`src/rtl/front_panel_pkg.sv`:
```
/*
 front panel controller package: timing, register map, field layout,
 enumerations and the carrier structs shared by the panel logic.
 assumes a 100 MHz reference clock and a 32-bit Avalon-MM register slave.
*/
package front_panel_pkg;

	// ==========================================================
	// timing
	localparam int CLK_PERIOD_NS = 10;
	localparam int TICK_PERIOD_NS = 1_000_000;
	localparam int TICK_CYCLES = (TICK_PERIOD_NS + CLK_PERIOD_NS - 1) / CLK_PERIOD_NS;
	localparam int BOUNCE_MS = 100;
	localparam int LONG_PRESS_MS = 2000;
	localparam int MODE_DELAY_MS = 4000;
	localparam int FAULT_TONE_MS = 10000;
	localparam int EVENT_TONE_MS = 3000;
	localparam int ALARM_BEEP_MS = 60000;
	localparam int BEEP_PERIOD_MS = 1000;
	localparam int BEEP_ON_MS = 500;
	localparam int FLASH_HALF_MS = 500;

	// ==========================================================
	// keys, pages, settings
	localparam int KEY_COUNT = 4;
	localparam int KEY_ESC = 0;
	localparam int KEY_UP = 1;
	localparam int KEY_DOWN = 2;
	localparam int KEY_ENTER = 3;
	localparam logic [3:0] PAGE_LAST = 4'h9;
	localparam int BAR_STEP_PCT = 25;
	localparam logic [1:0] VOLT_RESET = 2'h2;
	localparam logic [3:0] CUTOFF_RESET = 4'h0;

	// ==========================================================
	// register map (byte addresses)
	localparam logic [3:0] CTRL_OFS = 4'h0;
	localparam logic [3:0] STATUS_OFS = 4'h4;
	localparam logic [3:0] SETTING_OFS = 4'h8;
	localparam int CTRL_MUTE_BIT = 0;
	localparam int STAT_PAGE_LSB = 0;
	localparam int STAT_UI_LSB = 4;
	localparam int STAT_SEL_BIT = 6;
	localparam int STAT_MODE_LSB = 8;
	localparam int STAT_MODE_VALID_BIT = 10;
	localparam int STAT_BUZZ_BIT = 11;
	localparam int STAT_SHUTDOWN_BIT = 12;
	localparam int SET_VOLT_LSB = 0;
	localparam int SET_CUTOFF_LSB = 4;
	localparam logic MUTE_RESET = 1'b0;

	// ==========================================================
	// enumerations
	typedef enum logic [1:0] {MODE_STANDBY, MODE_GRID, MODE_BATTERY, MODE_FAULT} op_mode_t;
	typedef enum logic [1:0] {UI_PAGES, UI_SELECT, UI_EDIT} ui_t;
	typedef enum logic [1:0] {BUZZ_IDLE, BUZZ_FAULT, BUZZ_EVENT, BUZZ_ALARM} buzz_t;
	typedef enum logic [1:0] {SHOW_OUTPUT, SHOW_FAULT_CODE, SHOW_SETTING} numeric_t;

	// ==========================================================
	// carriers
	typedef struct packed {
		logic gridOk;
		logic gridSupplying;
		logic batteryMode;
		logic floatCharge;
		logic cvCharge;
		logic fault;
		logic alarm;
		logic lowBatAlarm;
		logic overload;
		logic batLow;
		logic batAbsent;
		logic inputPresent;
		logic mainSwitch;
		logic powerKey;
		logic [7:0] loadPct;
		logic [7:0] batPct;
		logic [7:0] faultCode;
	} status_in_t;

	typedef struct packed {
		logic gridLed;
		logic inverting_indicator;
		logic charge_indicator;
		logic faultLed;
		logic [3:0] loadBar;
		logic [3:0] batBar;
		logic loadIcon;
		logic batIcon;
		logic muteIcon;
		logic settingsIcon;
		logic faultIcon;
		logic modeValid;
		op_mode_t modeShown;
		numeric_t numericSel;
		logic [3:0] page;
		logic [7:0] faultCodeShown;
		logic buzzer;
		logic shutdownReq;
	} panel_out_t;

	typedef struct packed {
		logic [1:0] output_voltage_setting;
		logic [3:0] battery_cutoff_point;
	} setting_t;

	typedef struct packed {
		logic [16:0] tickCnt;
		logic tick;
		logic [KEY_COUNT-1:0][11:0] holdMs;
		logic [9:0] flashMs;
		logic flash;
		logic [12:0] startMs;
		ui_t ui;
		logic sel;
		setting_t setting;
		logic mute;
		buzz_t buzz;
		logic [15:0] buzzMs;
		logic [9:0] beepMs;
		logic faultPrev;
		logic alarmPrev;
		logic inputPrev;
		logic switchPrev;
		logic powerPrev;
		logic waitrequest;
		logic [31:0] readdata;
		panel_out_t out;
	} state_t;

endpackage : front_panel_pkg

```
`src/rtl/front_panel_status_controller.sv`:
```
/*
 front panel status controller: key hold decoding, page and setting
 navigation, status leds, lcd icons and working-mode area, buzzer patterns,
 and an Avalon-MM register slave.
 assumes keys and status inputs are synchronous to ref_clk, keys high while
 pressed, and a master that holds each request until waitrequest is low.
*/
// The Avalon-MM register port and the register offsets were decided locally.
//
// Behaviour
// - enter held over two seconds on a display page opens function setting
// - in setting, up or down moves selection backward or forward
// - in setting, enter pressed 0.1 to 2 s confirms the chosen option
// - up or down held over 0.1 s turns to previous or next page
// - escape leaves setting; enter opens or confirms; up previous, down next
// - grid led solid when supplying, flashing when idle-normal, dark if abnormal
// - inverting led solid only in battery mode
// - charge led solid floating, flashing constant-voltage, else dark
// - fault led solid on fault, flashing on alarm, dark otherwise
// - each bar segment stands for 25 percent of capacity
// - load icon blinks on overload; battery icon blinks when low or absent
// - mute silences buzzer and shows muted icon, hidden otherwise
// - settings icon lit only while settings menu open
// - fault icon shown only in fault mode
// - outside setting, numeric area shows output info or fault code
// - working-mode area shows mode from four seconds after start-up
// - fault entry gives one ten second continuous tone
// - input loss, recovery or main switch change gives three second tone
// - other alarms beep once a second for a minute; low battery only in battery mode
// - mute is accepted in any mode
// - power key press in battery or grid mode shuts system down

`timescale 1ns/1ns

module front_panel_status_controller #(
	parameter int tickCycles = front_panel_pkg::TICK_CYCLES
) (
	input wire logic ref_clk,
	input wire logic resetn,
	input wire logic [front_panel_pkg::KEY_COUNT-1:0] keys,
	input wire front_panel_pkg::status_in_t status,
	output front_panel_pkg::panel_out_t panel,
	input wire logic [3:0] address,
	input wire logic read,
	input wire logic write,
	input wire logic [3:0] byteenable,
	input wire logic [31:0] writedata,
	output logic [31:0] readdata,
	output logic waitrequest
);

	// ==========================================================
	// state
	localparam logic [16:0] TICK_LAST = 17'(tickCycles - 1);
	localparam logic [11:0] BOUNCE = 12'(front_panel_pkg::BOUNCE_MS);
	localparam logic [11:0] LONG = 12'(front_panel_pkg::LONG_PRESS_MS);

	front_panel_pkg::state_t s;
	front_panel_pkg::state_t n;

	logic [front_panel_pkg::KEY_COUNT-1:0] keyShort;
	logic [front_panel_pkg::KEY_COUNT-1:0] keyHeld;
	logic [front_panel_pkg::KEY_COUNT-1:0] keyLong;

	// ==========================================================
	// key decode
	// the hold count is still valid in the cycle the key is seen released
	genvar k;
	generate
		for (k = 0; k < front_panel_pkg::KEY_COUNT; k++)
		begin : gKey
			assign keyHeld[k] = !keys[k] && s.holdMs[k] >= BOUNCE;
			assign keyShort[k] = keyHeld[k] && s.holdMs[k] <= LONG;
			assign keyLong[k] = keys[k] && s.tick && s.holdMs[k] == LONG;
		end
	endgenerate

	// ==========================================================
	// next state
	always_comb
	begin
		front_panel_pkg::op_mode_t mode;
		logic alarmQual;
		logic busAck;
		logic [31:0] rd;
		mode = front_panel_pkg::MODE_STANDBY;
		alarmQual = 1'b0;
		busAck = 1'b0;
		rd = 32'h0000_0000;
		n = s;

		// millisecond timebase and flash phase
		n.tick = 1'b0;
		if (s.tickCnt == TICK_LAST)
		begin
			n.tickCnt = 17'h0_0000;
			n.tick = 1'b1;
		end
		else
		begin
			n.tickCnt = s.tickCnt + 17'h0_0001;
		end
		if (s.tick)
		begin
			if (s.flashMs == 10'(front_panel_pkg::FLASH_HALF_MS - 1))
			begin
				n.flashMs = 10'h000;
				n.flash = !s.flash;
			end
			else
			begin
				n.flashMs = s.flashMs + 10'h001;
			end
			if (s.startMs != 13'(front_panel_pkg::MODE_DELAY_MS))
			begin
				n.startMs = s.startMs + 13'h0001;
			end
		end

		// hold timers, saturating so long holds never wrap into a short one
		for (int i = 0; i < front_panel_pkg::KEY_COUNT; i++)
		begin
			if (!keys[i])
			begin
				n.holdMs[i] = 12'h000;
			end
			else if (s.tick && s.holdMs[i] != 12'hFFF)
			begin
				n.holdMs[i] = s.holdMs[i] + 12'h001;
			end
		end

		// operating mode, fault first
		if (status.fault)
		begin
			mode = front_panel_pkg::MODE_FAULT;
		end
		else if (status.batteryMode)
		begin
			mode = front_panel_pkg::MODE_BATTERY;
		end
		else if (status.gridSupplying)
		begin
			mode = front_panel_pkg::MODE_GRID;
		end

		// navigation
		case (s.ui)
			front_panel_pkg::UI_PAGES:
			begin
				if (keyLong[front_panel_pkg::KEY_ENTER])
				begin
					n.ui = front_panel_pkg::UI_SELECT;
					n.sel = 1'b0;
				end
				else if (keyHeld[front_panel_pkg::KEY_UP])
				begin
					n.out.page = (s.out.page == 4'h0) ? front_panel_pkg::PAGE_LAST
						: s.out.page - 4'h1;
				end
				else if (keyHeld[front_panel_pkg::KEY_DOWN])
				begin
					n.out.page = (s.out.page == front_panel_pkg::PAGE_LAST) ? 4'h0
						: s.out.page + 4'h1;
				end
			end
			front_panel_pkg::UI_SELECT:
			begin
				if (keyShort[front_panel_pkg::KEY_ESC])
				begin
					n.ui = front_panel_pkg::UI_PAGES;
					n.out.page = 4'h0;
				end
				else if (keyShort[front_panel_pkg::KEY_ENTER])
				begin
					n.ui = front_panel_pkg::UI_EDIT;
				end
				else if (keyHeld[front_panel_pkg::KEY_UP] || keyHeld[front_panel_pkg::KEY_DOWN])
				begin
					n.sel = !s.sel; // two items, so previous and next coincide
				end
			end
			front_panel_pkg::UI_EDIT:
			begin
				if (keyShort[front_panel_pkg::KEY_ESC])
				begin
					n.ui = front_panel_pkg::UI_PAGES;
					n.out.page = 4'h0;
				end
				else if (keyShort[front_panel_pkg::KEY_ENTER])
				begin
					n.ui = front_panel_pkg::UI_SELECT;
				end
				else if (keyHeld[front_panel_pkg::KEY_UP])
				begin
					if (s.sel)
					begin
						n.setting.battery_cutoff_point = s.setting.battery_cutoff_point - 4'h1;
					end
					else
					begin
						n.setting.output_voltage_setting = s.setting.output_voltage_setting - 2'h1;
					end
				end
				else if (keyHeld[front_panel_pkg::KEY_DOWN])
				begin
					if (s.sel)
					begin
						n.setting.battery_cutoff_point = s.setting.battery_cutoff_point + 4'h1;
					end
					else
					begin
						n.setting.output_voltage_setting = s.setting.output_voltage_setting + 2'h1;
					end
				end
			end
			default:
			begin
				n.ui = front_panel_pkg::UI_PAGES;
			end
		endcase

		// buzzer patterns: a newer event of equal or higher rank restarts
		alarmQual = status.alarm || (status.lowBatAlarm && status.batteryMode);
		n.faultPrev = status.fault;
		n.alarmPrev = alarmQual;
		n.inputPrev = status.inputPresent;
		n.switchPrev = status.mainSwitch;
		if (s.tick && s.buzz != front_panel_pkg::BUZZ_IDLE)
		begin
			n.buzzMs = s.buzzMs - 16'h0001;
			n.beepMs = (s.beepMs == 10'(front_panel_pkg::BEEP_PERIOD_MS - 1)) ? 10'h000
				: s.beepMs + 10'h001;
			if (s.buzzMs == 16'h0001)
			begin
				n.buzz = front_panel_pkg::BUZZ_IDLE;
			end
		end
		if (status.fault && !s.faultPrev)
		begin
			n.buzz = front_panel_pkg::BUZZ_FAULT;
			n.buzzMs = 16'(front_panel_pkg::FAULT_TONE_MS);
		end
		else if (s.buzz != front_panel_pkg::BUZZ_FAULT
			&& (status.inputPresent != s.inputPrev || status.mainSwitch != s.switchPrev))
		begin
			n.buzz = front_panel_pkg::BUZZ_EVENT;
			n.buzzMs = 16'(front_panel_pkg::EVENT_TONE_MS);
		end
		else if ((s.buzz == front_panel_pkg::BUZZ_IDLE || s.buzz == front_panel_pkg::BUZZ_ALARM)
			&& alarmQual && !s.alarmPrev)
		begin
			n.buzz = front_panel_pkg::BUZZ_ALARM;
			n.buzzMs = 16'(front_panel_pkg::ALARM_BEEP_MS);
			n.beepMs = 10'h000;
		end
		else if (s.buzz == front_panel_pkg::BUZZ_ALARM && !alarmQual)
		begin
			n.buzz = front_panel_pkg::BUZZ_IDLE; // low battery beeps stop outside battery mode
		end

		// power key: a fresh press while running asks for shutdown
		n.powerPrev = status.powerKey;
		if (status.powerKey && !s.powerPrev
			&& (mode == front_panel_pkg::MODE_BATTERY || mode == front_panel_pkg::MODE_GRID))
		begin
			n.out.shutdownReq = 1'b1;
		end

		// ==========================================================
		// register slave: one wait cycle, then a one-cycle acknowledge
		busAck = (read || write) && s.waitrequest;
		n.waitrequest = !busAck;
		rd[front_panel_pkg::CTRL_MUTE_BIT] = s.mute;
		if (address == front_panel_pkg::STATUS_OFS)
		begin
			rd = 32'h0000_0000;
			rd[front_panel_pkg::STAT_PAGE_LSB +: 4] = s.out.page;
			rd[front_panel_pkg::STAT_UI_LSB +: 2] = s.ui;
			rd[front_panel_pkg::STAT_SEL_BIT] = s.sel;
			rd[front_panel_pkg::STAT_MODE_LSB +: 2] = mode;
			rd[front_panel_pkg::STAT_MODE_VALID_BIT] = s.out.modeValid;
			rd[front_panel_pkg::STAT_BUZZ_BIT] = s.out.buzzer;
			rd[front_panel_pkg::STAT_SHUTDOWN_BIT] = s.out.shutdownReq;
		end
		else if (address == front_panel_pkg::SETTING_OFS)
		begin
			rd = 32'h0000_0000;
			rd[front_panel_pkg::SET_VOLT_LSB +: 2] = s.setting.output_voltage_setting;
			rd[front_panel_pkg::SET_CUTOFF_LSB +: 4] = s.setting.battery_cutoff_point;
		end
		else if (address != front_panel_pkg::CTRL_OFS)
		begin
			rd = 32'h0000_0000;
		end
		n.readdata = (busAck && read) ? rd : 32'h0000_0000;
		if (write && !s.waitrequest && byteenable[0])
		begin
			if (address == front_panel_pkg::CTRL_OFS)
			begin
				n.mute = writedata[front_panel_pkg::CTRL_MUTE_BIT];
			end
			else if (address == front_panel_pkg::SETTING_OFS)
			begin
				n.setting.output_voltage_setting = writedata[front_panel_pkg::SET_VOLT_LSB +: 2];
				n.setting.battery_cutoff_point = writedata[front_panel_pkg::SET_CUTOFF_LSB +: 4];
			end
		end

		// ==========================================================
		// indicators and lcd
		n.out.gridLed = status.gridOk && (status.gridSupplying || s.flash);
		n.out.inverting_indicator = (mode == front_panel_pkg::MODE_BATTERY);
		n.out.charge_indicator = status.floatCharge || (status.cvCharge && s.flash);
		n.out.faultLed = status.fault || (status.alarm && s.flash);
		for (int i = 0; i < 4; i++)
		begin
			n.out.loadBar[i] = status.loadPct >= 8'(front_panel_pkg::BAR_STEP_PCT * (i + 1));
			n.out.batBar[i] = status.batPct >= 8'(front_panel_pkg::BAR_STEP_PCT * (i + 1));
		end
		n.out.loadIcon = !status.overload || s.flash;
		n.out.batIcon = !(status.batLow || status.batAbsent) || s.flash;
		n.out.muteIcon = s.mute;
		n.out.settingsIcon = (s.ui != front_panel_pkg::UI_PAGES);
		n.out.faultIcon = (mode == front_panel_pkg::MODE_FAULT);
		if (s.ui != front_panel_pkg::UI_PAGES)
		begin
			n.out.numericSel = front_panel_pkg::SHOW_SETTING;
		end
		else if (mode == front_panel_pkg::MODE_FAULT)
		begin
			n.out.numericSel = front_panel_pkg::SHOW_FAULT_CODE;
		end
		else
		begin
			n.out.numericSel = front_panel_pkg::SHOW_OUTPUT;
		end
		n.out.faultCodeShown = status.fault ? status.faultCode : 8'h00;
		n.out.modeValid = (s.startMs == 13'(front_panel_pkg::MODE_DELAY_MS));
		n.out.modeShown = mode;
		case (s.buzz)
			front_panel_pkg::BUZZ_FAULT,
			front_panel_pkg::BUZZ_EVENT:
			begin
				n.out.buzzer = !s.mute;
			end
			front_panel_pkg::BUZZ_ALARM:
			begin
				n.out.buzzer = !s.mute && s.beepMs < 10'(front_panel_pkg::BEEP_ON_MS);
			end
			default:
			begin
				n.out.buzzer = 1'b0;
			end
		endcase
	end

	// ==========================================================
	// registers
	always_ff @(posedge ref_clk)
	begin
		if (!resetn)
		begin
			s <= '0;
			s.waitrequest <= 1'b1;
			s.mute <= front_panel_pkg::MUTE_RESET;
			s.setting.output_voltage_setting <= front_panel_pkg::VOLT_RESET;
			s.setting.battery_cutoff_point <= front_panel_pkg::CUTOFF_RESET;
			s.out.loadIcon <= 1'b1;
			s.out.batIcon <= 1'b1;
		end
		else
		begin
			s <= n;
		end
	end

	assign panel = s.out;
	assign readdata = s.readdata;
	assign waitrequest = s.waitrequest;

endmodule : front_panel_status_controller

```
`config.mk`:
```
export PLATFORM = sky130hd
export DESIGN_NAME = front_panel_status_controller
export DESIGN_NICKNAME = d
export VERILOG_FILES = /design/src/rtl/front_panel_pkg.sv /design/src/rtl/front_panel_status_controller.sv
export SDC_FILE = /design/constraint.sdc
export NUM_CORES = 1
export LEC_CHECK = 0
export CAP_MARGIN = 20
export CORE_MARGIN = 2
export CORE_UTILIZATION = 30
export CTS_BUF_LIST = sky130_fd_sc_hd__clkbuf_16
export CTS_CLUSTER_SIZE = 30
export DETAILED_ROUTE_END_ITERATION = 16
export DONT_BUFFER_PORTS = 1
export GPL_TIMING_DRIVEN = 0
export PLACE_DENSITY = 0.43
export SLEW_MARGIN = 20
export SYNTH_ARGS = -nofsm -noshare
export SYNTH_HDL_FRONTEND = slang
export SYNTH_SLANG_ARGS = --single-unit
```
`constraint.sdc`:
```
create_clock -name ref_clk -period 2.3 [get_ports ref_clk]
set_input_delay 0.46 -clock ref_clk [delete_from_list [all_inputs] [get_ports ref_clk]]
set_output_delay 0.46 -clock ref_clk [all_outputs]
set_load 0.03 [all_outputs]
```
==> impl_metrics.prom, run 1 <==
# TYPE chip_impl_metric gauge
chip_impl_metric{name="timing_worst_slew_pin_value",unit="ns"} 0.957
chip_impl_metric{name="wire_length_of_the_first_global_routing_pass",unit="mm"} 33.0
chip_impl_metric{name="globalRoute.totalOverflow",unit=""} 0
chip_impl_info{name="worst-setup-path-type",value="reg2reg"} 1
chip_impl_metric{name="floorplan.die.width",unit="µm"} 175
chip_impl_metric{name="worst_ir_drop_vdd",unit="mV"} 0.517
chip_impl_metric{name="fin_nets",unit=""} 1177
chip_impl_metric{name="synth.avg_cell_area",unit="µm²"} 8.58
chip_impl_metric{name="timing.final.max_slew_violations",unit=""} 0
chip_impl_info{name="clk_root_buf",value="sky130_fd_sc_hd__clkbuf_16"} 1
chip_impl_metric{name="timing.critical_path.slowest_cell_delay",unit="ns"} 0.51
chip_impl_info{name="cp_slowest_cell",value="sky130_fd_sc_hd__nor4_4"} 1
chip_impl_metric{name="required",unit="ns"} 2.60
chip_impl_metric{name="dp_hpwl",unit="mm"} 15.1
chip_impl_info{name="synth-main-ff-cell",value="sky130_fd_sc_hd__dfxtp_1"} 1
chip_impl_metric{name="numPortBuffers",unit=""} 0
chip_impl_metric{name="top_level_ports",unit=""} 155
chip_impl_metric{name="layout_worst_path_cycle_share",unit="%"} 98.2
chip_impl_metric{name="critPathArrivalTime",unit="ns"} 2.56
chip_impl_info{name="cp_cell_sequence",value="inv_1 -> ha_1 -> nor4b_2 -> nor4_4 -> o221ai_4 -> or3_4 -> xnor2_2 -> a21oi_1"} 1
chip_impl_metric{name="viasPerCell",unit=""} 4.66
chip_impl_info{name="run_status",value="complete, no violations"} 1
chip_impl_info{name="grt_setup_unrepaired",value="true"} 1
chip_impl_metric{name="grt_pass1_vias",unit=""} 6316
chip_impl_metric{name="initial_core_util",unit="%"} 30.5
chip_impl_metric{name="number_of_enable_flip_flop_cells_after_synthesis",unit=""} 0
chip_impl_metric{name="h-tree-depth",unit=""} 4
chip_impl_metric{name="num_rows",unit=""} 62
chip_impl_metric{name="detail_route.first_pass.iterations",unit=""} 5
chip_impl_info{name="synth_common_cells",value="182 x sky130_fd_sc_hd__dfxtp_1, 145 x sky130_fd_sc_hd__nor2_1, 70 x sky130_fd_sc_hd__nand2_1"} 1
chip_impl_metric{name="yosys_warnings",unit=""} 0
chip_impl_info{name="cts_tree",value="done"} 1
chip_impl_metric{name="fin_area",unit="µm²"} 10100
chip_impl_info{name="cp_endpoint_kind",value="flip-flop"} 1
chip_impl_metric{name="core_area",unit="µm²"} 28700
chip_impl_metric{name="max_freq",unit="MHz"} 443
chip_impl_metric{name="report.power.total",unit="mW"} 6.76
chip_impl_metric{name="fp.dieArea",unit="µm²"} 30600
chip_impl_metric{name="power_density",unit="nW/µm²"} 672
chip_impl_info{name="synth.largest_area_cell",value="sky130_fd_sc_hd__dfxtp_1"} 1
chip_impl_metric{name="stdcell_count",unit=""} 1457
chip_impl_metric{name="fin_worst_skew",unit="ns"} 0.00878
chip_impl_metric{name="final_period_minus_worst_setup_slack",unit="ns"} 2.26
chip_impl_metric{name="flow.area_growth_from_synthesis",unit="%"} 14.9
chip_impl_metric{name="netlist_area",unit="µm²"} 8760
chip_impl_metric{name="gr-usage-all-layers",unit="%"} 13.5
chip_impl_metric{name="fraction_of_layout_cells_with_a_size_suffix_above_1",unit="%"} 14.0
chip_impl_metric{name="clock_insertion_delay_worst_skew",unit="ns"} 0.44
chip_impl_metric{name="synth_cells",unit=""} 1021
chip_impl_metric{name="placed_cell_area",unit="µm²"} 9300
chip_impl_metric{name="detail_route.wirelength",unit="mm"} 20.7
chip_impl_metric{name="worst-path-max-fanout",unit=""} 6
chip_impl_metric{name="ys_async_sr_fraction",unit="%"} 0
chip_impl_metric{name="timing.setup.tns",unit="ns"} 0
chip_impl_metric{name="max_cap_violations",unit=""} 0
chip_impl_metric{name="ys_seq_area_share",unit="%"} 41.6
chip_impl_info{name="start_kind",value="flip-flop"} 1
chip_impl_metric{name="initial_antenna_violation_count",unit=""} 1
chip_impl_metric{name="hold_viol",unit=""} 0
chip_impl_metric{name="grt_max_degree",unit=""} 17
chip_impl_metric{name="netlist-cell-type-count",unit=""} 66
chip_impl_metric{name="total_setup_violations_reported_at_the_end_of_the_flow",unit=""} 0
chip_impl_metric{name="slew-limit-headroom",unit="%"} 36.0
chip_impl_metric{name="gp_congestion",unit=""} 0.777
chip_impl_metric{name="place.detailed.instances",unit=""} 1423
chip_impl_metric{name="cts_inserted_buffers",unit=""} 17
chip_impl_info{name="hold_path.class",value="in2reg"} 1
chip_impl_metric{name="synth-seq-cells",unit=""} 182
chip_impl_info{name="synth.most_common_cell",value="sky130_fd_sc_hd__dfxtp_1"} 1
chip_impl_metric{name="floorplan.die.height",unit="µm"} 175
chip_impl_metric{name="cts_max_path_buffers",unit=""} 2
chip_impl_metric{name="post_route_drc_violation_count",unit=""} 0
chip_impl_metric{name="dr_total_vias",unit=""} 6794
chip_impl_info{name="yosys-top-cells-area",value="sky130_fd_sc_hd__dfxtp_1 42%, sky130_fd_sc_hd__nor2_1 6.2%, sky130_fd_sc_hd__buf_4 5.8%"} 1
chip_impl_metric{name="synth.top_cell.area_share",unit="%"} 41.6
chip_impl_metric{name="cts.sinks",unit=""} 182
chip_impl_metric{name="static-leakage-power",unit="nW"} 3.62
chip_impl_metric{name="diodes",unit=""} 0
chip_impl_metric{name="holdBufCountCts",unit=""} 0
chip_impl_metric{name="route.antenna.remaining_nets",unit=""} 0
chip_impl_metric{name="filler_cell_count",unit=""} 3009
chip_impl_metric{name="wl_per_cell",unit="µm"} 14.2
chip_impl_metric{name="clk_transition_reported_paths",unit="ns"} 0.07
chip_impl_metric{name="drt_iter0_drc",unit=""} 266
routing by layer:
metal	up-vias	GRT usage (%)	wire (µm)
met2	133	21.8	9210
met4	0	3.99	283
met3	22	3.02	1020
met1	3133	18.2	10200
met5	-	0	0
li1	3506	-	-
worst max-delay path, delay by kind of cell, from the launching register on:
kind            cells  cell delay [ns]
simple gates        3             1.07
flops               1             0.34
compound gates      2             0.32
fa+ha+maj           1             0.20
xor+xnor            1             0.14
buf+inv             1             0.06
flip-flops by register name, indices dropped and copies added (netlist names):
register     flops
n                1
readdata        13
waitrequest      1
panel           35
s              132
timing repair:
item / 4_1_cts / 5_1_grt
endpoints found under the setup margin: 65 / 58
pin swaps: 1 / 2
resized for setup: 10 / 31
setup buffers: 0 / 3
final cells by class:
class | count | area (µm²) | share of cell area (%)
well taps | 384 | 480 | 4.77
inverters | 42 | 158 | 1.57
plain buffers | 93 | 624 | 6.20
multi-input cells | 722 | 4570 | 45.4
clock inverters | 14 | 136 | 1.36
repair buffers | 3 | 22.5 | 0.224
flip-flops and latches | 182 | 3650 | 36.3
clock buffers | 17 | 425 | 4.23
kinds of logic (layout without fill, tap and decap cells):
| family | count (synthesis) | in the layout | synth area share (%) |
|---|---|---|---|
| DFF | 182 | 182 | 41.6 |
| adders and majority gates | 30 | 30 | 4.29 |
| muxes | 10 | 10 | 1.29 |
| and+or+nand+nor | 424 | 424 | 24.2 |
| xor gates and xnor gates | 89 | 89 | 8.90 |
| AOI/OAI and AO/OA | 150 | 150 | 10.8 |
| other | 1 | 19 | 0.0428 |
| buffers and inverters | 135 | 169 | 8.83 |
cell usage in the layout, fill, tap and decap left out, types with 6 or more instances in the layout:
cell                        count
sky130_fd_sc_hd__dfxtp_1      178
sky130_fd_sc_hd__nor2_1       143
sky130_fd_sc_hd__buf_4         71
sky130_fd_sc_hd__nand2_1       69
sky130_fd_sc_hd__a21oi_1       56
sky130_fd_sc_hd__xnor2_1       54
sky130_fd_sc_hd__inv_1         42
sky130_fd_sc_hd__xor2_1        34
sky130_fd_sc_hd__nand3_1       32
sky130_fd_sc_hd__o21ai_0       32
sky130_fd_sc_hd__ha_1          30
sky130_fd_sc_hd__nor3_1        29
sky130_fd_sc_hd__or3_1         25
sky130_fd_sc_hd__and3_1        22
sky130_fd_sc_hd__nand4_1       19
sky130_fd_sc_hd__conb_1        19
sky130_fd_sc_hd__nor4_1        17
sky130_fd_sc_hd__clkbuf_16     17
sky130_fd_sc_hd__and2_1        13
sky130_fd_sc_hd__clkbuf_1      12
sky130_fd_sc_hd__mux2i_1        9
sky130_fd_sc_hd__nand2b_1       8
sky130_fd_sc_hd__or2_2          7
sky130_fd_sc_hd__buf_1          6
sky130_fd_sc_hd__o311ai_0       6
report_power, final:
group / total (mW) / internal, mW / switching, mW
Clock: 2.86 / 1.58 / 1.27
Combinational: 0.617 / 0.220 / 0.397
Sequential: 3.29 / 3.23 / 0.0640
through the flow:
stage / hold WS (ns) / setup WS (ns) / util, %
after floorplan: 0.431 / 0.315 / -
after global placement: 0.444 / -0.425 / 32.4
after detailed placement: 0.447 / -0.406 / 32.4
after CTS: 0.113 / 0.0106 / 34.5
after global routing: 0.129 / -0.0838 / 35.1
final: 0.134 / 0.0425 / 35.1
final timing paths:
kind,cells after the start,end,start,slack (ns)
max,8,s[103],s[136],0.04
min,1,waitrequest,read,0.13
max reg2reg,8,s[103],s[136],0.04
min reg2reg,1,readdata[10],panel[18],0.46
Note: power is estimated with default switching activity, not from simulation.
==> run 2: changes to the inputs <==
CORE_MARGIN = 1.5   (was 2)
==> impl_metrics.prom, run 2 (synthesized netlist as in run 1, its figures left out) <==
# TYPE chip_impl_metric gauge
chip_impl_metric{name="report.power.total",unit="mW"} 6.85
chip_impl_metric{name="gr-usage-all-layers",unit="%"} 14.2
chip_impl_metric{name="gp_congestion",unit=""} 0.762
chip_impl_metric{name="final_period_minus_worst_setup_slack",unit="ns"} 2.22
chip_impl_metric{name="max_cap_violations",unit=""} 0
chip_impl_metric{name="floorplan.die.height",unit="µm"} 174
chip_impl_metric{name="place.detailed.instances",unit=""} 1423
chip_impl_metric{name="timing.setup.tns",unit="ns"} 0
chip_impl_info{name="cts_tree",value="done"} 1
chip_impl_metric{name="initial_core_util",unit="%"} 30.5
chip_impl_metric{name="timing.critical_path.slowest_cell_delay",unit="ns"} 0.50
chip_impl_metric{name="wl_per_cell",unit="µm"} 14.3
chip_impl_metric{name="power_frac_clock",unit="%"} 43.0
chip_impl_metric{name="p_sw_share",unit="%"} 27.2
chip_impl_metric{name="p_int",unit="mW"} 4.99
chip_impl_info{name="cp_slowest_cell",value="sky130_fd_sc_hd__nor4_4"} 1
chip_impl_metric{name="diodes",unit=""} 0
chip_impl_metric{name="cts_max_path_buffers",unit=""} 2
chip_impl_metric{name="viasPerCell",unit=""} 4.67
chip_impl_metric{name="core_area",unit="µm²"} 28700
chip_impl_metric{name="fin_area",unit="µm²"} 10100
chip_impl_info{name="run_status",value="complete, no violations"} 1
chip_impl_info{name="worst-setup-path-type",value="reg2reg"} 1
chip_impl_info{name="clk_root_buf",value="sky130_fd_sc_hd__clkbuf_16"} 1
chip_impl_metric{name="power.switching",unit="mW"} 1.87
chip_impl_metric{name="dp_hpwl",unit="mm"} 15.0
chip_impl_metric{name="p_seq_share",unit="%"} 48.0
chip_impl_metric{name="wire_length_of_the_first_global_routing_pass",unit="mm"} 34.3
chip_impl_metric{name="route.antenna.remaining_nets",unit=""} 0
chip_impl_metric{name="floorplan.die.width",unit="µm"} 174
chip_impl_metric{name="cts.sinks",unit=""} 182
chip_impl_metric{name="stdcell_count",unit=""} 1458
chip_impl_info{name="worst_path_dominant_cell_family",value="simple AND/OR/NAND/NOR gates"} 1
chip_impl_metric{name="detail_route.wirelength",unit="mm"} 20.8
chip_impl_metric{name="num_rows",unit=""} 62
chip_impl_metric{name="initial_antenna_violation_count",unit=""} 0
chip_impl_metric{name="post_route_drc_violation_count",unit=""} 0
chip_impl_metric{name="flow.area_growth_from_synthesis",unit="%"} 15.4
chip_impl_metric{name="grt_pass1_vias",unit=""} 6608
chip_impl_info{name="cp_cell_sequence",value="inv_2 -> ha_4 -> nor4b_4 -> nor4_4 -> o221ai_4 -> or3_4 -> xnor2_4 -> a21oi_2"} 1
chip_impl_info{name="max_flop_register",value="s"} 1
chip_impl_metric{name="total_setup_violations_reported_at_the_end_of_the_flow",unit=""} 0
chip_impl_info{name="layout_common_cells",value="169 x sky130_fd_sc_hd__dfxtp_1, 144 x sky130_fd_sc_hd__nor2_1, 71 x sky130_fd_sc_hd__buf_4"} 1
chip_impl_metric{name="combPwrFrac",unit="%"} 9.0
chip_impl_metric{name="grt_max_degree",unit=""} 19
chip_impl_metric{name="cts_inserted_buffers",unit=""} 17
chip_impl_info{name="grt_setup_unrepaired",value="true"} 1
chip_impl_metric{name="fraction_of_layout_cells_with_a_size_suffix_above_1",unit="%"} 15.5
chip_impl_info{name="hold_path.class",value="in2reg"} 1
chip_impl_metric{name="timing_worst_slew_pin_value",unit="ns"} 1.01
chip_impl_metric{name="clock_insertion_delay_worst_skew",unit="ns"} 0.43
chip_impl_metric{name="timing.final.max_slew_violations",unit=""} 0
chip_impl_metric{name="top_level_ports",unit=""} 155
chip_impl_metric{name="power_density",unit="nW/µm²"} 678
chip_impl_metric{name="slew-limit-headroom",unit="%"} 32.5
chip_impl_metric{name="fp.dieArea",unit="µm²"} 30200
chip_impl_metric{name="dr_total_vias",unit=""} 6806
chip_impl_metric{name="worst-path-max-fanout",unit=""} 6
chip_impl_metric{name="fin_util",unit="%"} 35.2
chip_impl_metric{name="hold_viol",unit=""} 0
chip_impl_metric{name="critPathBufInv",unit=""} 1
chip_impl_metric{name="detail_route.first_pass.iterations",unit=""} 4
chip_impl_info{name="cp_endpoint_kind",value="flip-flop"} 1
chip_impl_metric{name="holdBufCountCts",unit=""} 0
chip_impl_metric{name="fin_worst_skew",unit="ns"} 0.0123
chip_impl_metric{name="filler_cell_count",unit=""} 3019
chip_impl_metric{name="required",unit="ns"} 2.61
chip_impl_info{name="start_kind",value="flip-flop"} 1
chip_impl_metric{name="placed_cell_area",unit="µm²"} 9300
chip_impl_metric{name="critPathArrivalTime",unit="ns"} 2.53
chip_impl_metric{name="h-tree-depth",unit=""} 4
chip_impl_metric{name="static-leakage-power",unit="nW"} 3.65
chip_impl_metric{name="layout_worst_path_cycle_share",unit="%"} 96.4
chip_impl_metric{name="worst_ir_drop_vdd",unit="mV"} 0.490
chip_impl_metric{name="clk_transition_reported_paths",unit="ns"} 0.08
chip_impl_metric{name="numPortBuffers",unit=""} 0
chip_impl_info{name="layout_commonest_cell",value="sky130_fd_sc_hd__dfxtp_1"} 1
chip_impl_metric{name="globalRoute.totalOverflow",unit=""} 0
chip_impl_metric{name="drt_iter0_drc",unit=""} 273
chip_impl_metric{name="max_freq",unit="MHz"} 451
chip_impl_metric{name="fin_nets",unit=""} 1177
chip_impl_metric{name="largest_register_ff_count",unit=""} 132
-- run 2: per-layer routing --
metal	global-route usage, %	share of wire [%]
met2	23.4	46
met4	4.02	1.0
met5	0	0
met3	2.85	4.4
met1	18.8	49
-- run 2: power groups by stage --
stage                     sequential, mW  clock, mW  combinational (mW)
after floorplan                     3.34          0               0.497
after global placement              3.36          0               0.622
after detailed placement            3.36          0               0.621
after CTS                           3.29       3.04               0.624
after global routing                3.30       3.18               0.681
final                               3.29       2.95               0.619
-- run 2: path summary, 6_finish.rpt --
| kind | start | endpoint | slack [ns] | depth (start not counted) |
|---|---|---|---|---|
| min | status[29] | panel[23] | 0.08 | 1 |
| max | s[136] | s[103] | 0.08 | 8 |
| min reg2reg | panel[18] | readdata[10] | 0.46 | 1 |
| max reg2reg | s[136] | s[103] | 0.08 | 8 |
-- run 2: what timing repair did --
| item | in CTS | in global routing |
|---|---|---|
| setup buffers | 0 | 3 |
| resized for setup | 9 | 44 |
| pin swaps | 0 | 7 |
| hold endpoints to repair | 0 | 0 |
| endpoints found under the setup margin | 62 | 53 |
-- run 2: cell type report --
cell class	instances	area (µm²)	share of cell area, %
plain buffers	93	622	6.15
clock inverters	15	154	1.52
inverters	42	158	1.56
flip-flops and latches	182	3660	36.2
clock buffers	17	425	4.21
repair buffers	3	22.5	0.223
well taps	384	480	4.75
multi-input cells	722	4590	45.4
-- run 2: per-stage QoR --
stage	hold WS, ns	setup slack (ns)
final	0.0809	0.0830
after global routing	0.0670	-0.0188
after CTS	0.0648	-0.0106
after detailed placement	0.448	-0.299
after global placement	0.450	-0.333
after floorplan	0.431	0.315
==> run 3: changes to the inputs <==
CORE_UTILIZATION = 45   (was 30)
PLACE_DENSITY = 0.59   (was 0.43)
==> impl_metrics.prom, run 3 (synthesized netlist as in run 1, its figures left out) <==
# TYPE chip_impl_metric gauge
chip_impl_metric{name="p_sw_share",unit="%"} 25.2
chip_impl_metric{name="gr-usage-all-layers",unit="%"} 19.3
chip_impl_metric{name="initial_core_util",unit="%"} 46.3
chip_impl_metric{name="initial_antenna_violation_count",unit=""} 0
chip_impl_metric{name="grt_max_degree",unit=""} 17
chip_impl_metric{name="combPwrFrac",unit="%"} 9.1
chip_impl_metric{name="grt_pass1_vias",unit=""} 6234
chip_impl_metric{name="wire_length_of_the_first_global_routing_pass",unit="mm"} 31.1
chip_impl_metric{name="worst-path-max-fanout",unit=""} 6
chip_impl_metric{name="dp_hpwl",unit="mm"} 13.9
chip_impl_metric{name="p_int",unit="mW"} 5.03
chip_impl_metric{name="cts_max_path_buffers",unit=""} 2
chip_impl_metric{name="timing.final.max_slew_violations",unit=""} 0
chip_impl_metric{name="floorplan.die.width",unit="µm"} 142
chip_impl_info{name="grt_setup_unrepaired",value="true"} 1
chip_impl_metric{name="h-tree-depth",unit=""} 4
chip_impl_info{name="start_kind",value="flip-flop"} 1
chip_impl_metric{name="fin_nets",unit=""} 1179
chip_impl_metric{name="critPathArrivalTime",unit="ns"} 2.55
chip_impl_metric{name="static-leakage-power",unit="nW"} 3.64
chip_impl_metric{name="floorplan.die.height",unit="µm"} 142
chip_impl_metric{name="fp.dieArea",unit="µm²"} 20300
chip_impl_metric{name="fraction_of_layout_cells_with_a_size_suffix_above_1",unit="%"} 14.2
chip_impl_metric{name="detail_route.wirelength",unit="mm"} 19.3
chip_impl_metric{name="total_setup_violations_reported_at_the_end_of_the_flow",unit=""} 0
chip_impl_metric{name="final_period_minus_worst_setup_slack",unit="ns"} 2.23
chip_impl_info{name="run_status",value="complete, no violations"} 1
chip_impl_metric{name="hold_viol",unit=""} 0
chip_impl_metric{name="globalRoute.totalOverflow",unit=""} 0
chip_impl_metric{name="cts_inserted_buffers",unit=""} 17
chip_impl_metric{name="clk_transition_reported_paths",unit="ns"} 0.07
chip_impl_metric{name="detail_route.first_pass.iterations",unit=""} 5
chip_impl_metric{name="clock_insertion_delay_worst_skew",unit="ns"} 0.43
chip_impl_info{name="hold_path.class",value="in2reg"} 1
chip_impl_info{name="clk_root_buf",value="sky130_fd_sc_hd__clkbuf_16"} 1
chip_impl_metric{name="max_cap_violations",unit=""} 0
chip_impl_info{name="max_flop_register",value="s"} 1
chip_impl_metric{name="wl_per_cell",unit="µm"} 14.4
chip_impl_metric{name="power_density",unit="nW/µm²"} 679
chip_impl_metric{name="viasPerCell",unit=""} 5.13
chip_impl_metric{name="slew-limit-headroom",unit="%"} 28.7
chip_impl_metric{name="gp_congestion",unit=""} 0.808
chip_impl_metric{name="top_level_ports",unit=""} 155
chip_impl_metric{name="core_area",unit="µm²"} 18900
chip_impl_metric{name="route.antenna.remaining_nets",unit=""} 0
chip_impl_metric{name="worst_ir_drop_vdd",unit="mV"} 0.456
chip_impl_metric{name="required",unit="ns"} 2.62
chip_impl_metric{name="timing.setup.tns",unit="ns"} 0
chip_impl_metric{name="cts.sinks",unit=""} 182
chip_impl_metric{name="p_seq_share",unit="%"} 49.0
chip_impl_metric{name="flow.area_growth_from_synthesis",unit="%"} 13.0
chip_impl_info{name="layout_commonest_cell",value="sky130_fd_sc_hd__dfxtp_1"} 1
chip_impl_metric{name="power_frac_clock",unit="%"} 41.9
chip_impl_metric{name="max_freq",unit="MHz"} 449
chip_impl_metric{name="largest_register_ff_count",unit=""} 132
chip_impl_metric{name="post_route_drc_violation_count",unit=""} 0
chip_impl_metric{name="fin_util",unit="%"} 52.4
chip_impl_info{name="cts_tree",value="done"} 1
chip_impl_metric{name="layout_worst_path_cycle_share",unit="%"} 96.9
chip_impl_info{name="layout_common_cells",value="174 x sky130_fd_sc_hd__dfxtp_1, 144 x sky130_fd_sc_hd__nor2_1, 73 x sky130_fd_sc_hd__buf_4"} 1
chip_impl_info{name="worst-setup-path-type",value="reg2reg"} 1
chip_impl_metric{name="power.switching",unit="mW"} 1.69
chip_impl_info{name="cp_endpoint_kind",value="flip-flop"} 1
chip_impl_metric{name="num_rows",unit=""} 50
chip_impl_metric{name="diodes",unit=""} 0
chip_impl_metric{name="dr_total_vias",unit=""} 6853
chip_impl_metric{name="numPortBuffers",unit=""} 0
chip_impl_metric{name="fin_worst_skew",unit="ns"} 0.00851
chip_impl_metric{name="drt_iter0_drc",unit=""} 310
chip_impl_metric{name="timing_worst_slew_pin_value",unit="ns"} 1.06
run 3: cell types whose count changed in the layout (fill, tap and decap cells not counted), sizes merged:
cell	before	now
clkinv	2	8
buf	82	83
clkbuf	31	32
bufinv	1	2
clkinvlp	2	3
inv	52	44
run 3: final cells by class:
cell class	count	area, µm²
Buffer	93	622
Clock buffer	17	425
Clock inverter	15	139
Fill cell	1832	9000
Inverter	42	158
Multi-Input combinational cell	722	4540
Sequential cell	182	3650
Tap cell	260	325
Timing Repair Buffer	5	37.5
run 3: through the flow:
step	instance area, µm²	hold slack, ns	setup slack [ns]	std cells	total power, mW
3_3_place_gp	9150	0.455	-0.177	1299	3.97
5_1_grt	9900	0.0760	-0.0550	1336	7.01
4_1_cts	9750	0.0774	0.0143	1331	6.79
3_5_place_dp	9150	0.452	-0.206	1299	3.97
2_1_floorplan	8820	0.431	0.315	1039	3.84
6_report	9900	0.0930	0.0723	1336	6.72
run 3: what timing repair did:
item                                    CTS  global route
gates resized for setup                   8            29
pin swaps                                 0             8
buffers inserted                          0             5
endpoints found under the setup margin   26            43
hold buffers                              0             0
run 3: path summary, 6_finish.rpt:
| check | start | to | slack, ns | cells after the start |
|---|---|---|---|---|
| hold reg to reg | panel[18] | readdata[10] | 0.47 | 1 |
| setup reg to reg | s[162] | panel[12] | 0.07 | 7 |
| hold / removal | status[29] | panel[23] | 0.09 | 1 |
| setup / recovery | s[162] | panel[12] | 0.07 | 7 |
run 3: power by group through the flow:
stage               Clock [mW]  Combinational [mW]  Sequential, mW
floorplan                    0               0.497            3.34
global placement             0               0.604            3.36
detailed placement           0               0.605            3.36
CTS                       2.89               0.609            3.29
global route              3.04               0.673            3.30
finish                    2.82               0.612            3.29
run 3: metal layers:
layer  track usage [%]  routed length [µm]  vias to the layer above
met4              5.75                 211                        0
met1              26.9                9510                     3177
met5                 0                   0                        -
met2              30.0                8610                      145
li1                  -                   -                     3514
met3              4.07                 932                       17
run 3: worst max-delay path, stage by stage, from the launching register on:
cell	delay, ns
sky130_fd_sc_hd__dfxtp_1	0.36
sky130_fd_sc_hd__o311ai_0	0.43
sky130_fd_sc_hd__a31oi_2	0.27
sky130_fd_sc_hd__buf_4	0.22
sky130_fd_sc_hd__nor2_1	0.34
sky130_fd_sc_hd__nor2_1	0.11
sky130_fd_sc_hd__nor4b_1	0.16
sky130_fd_sc_hd__a31o_2	0.22
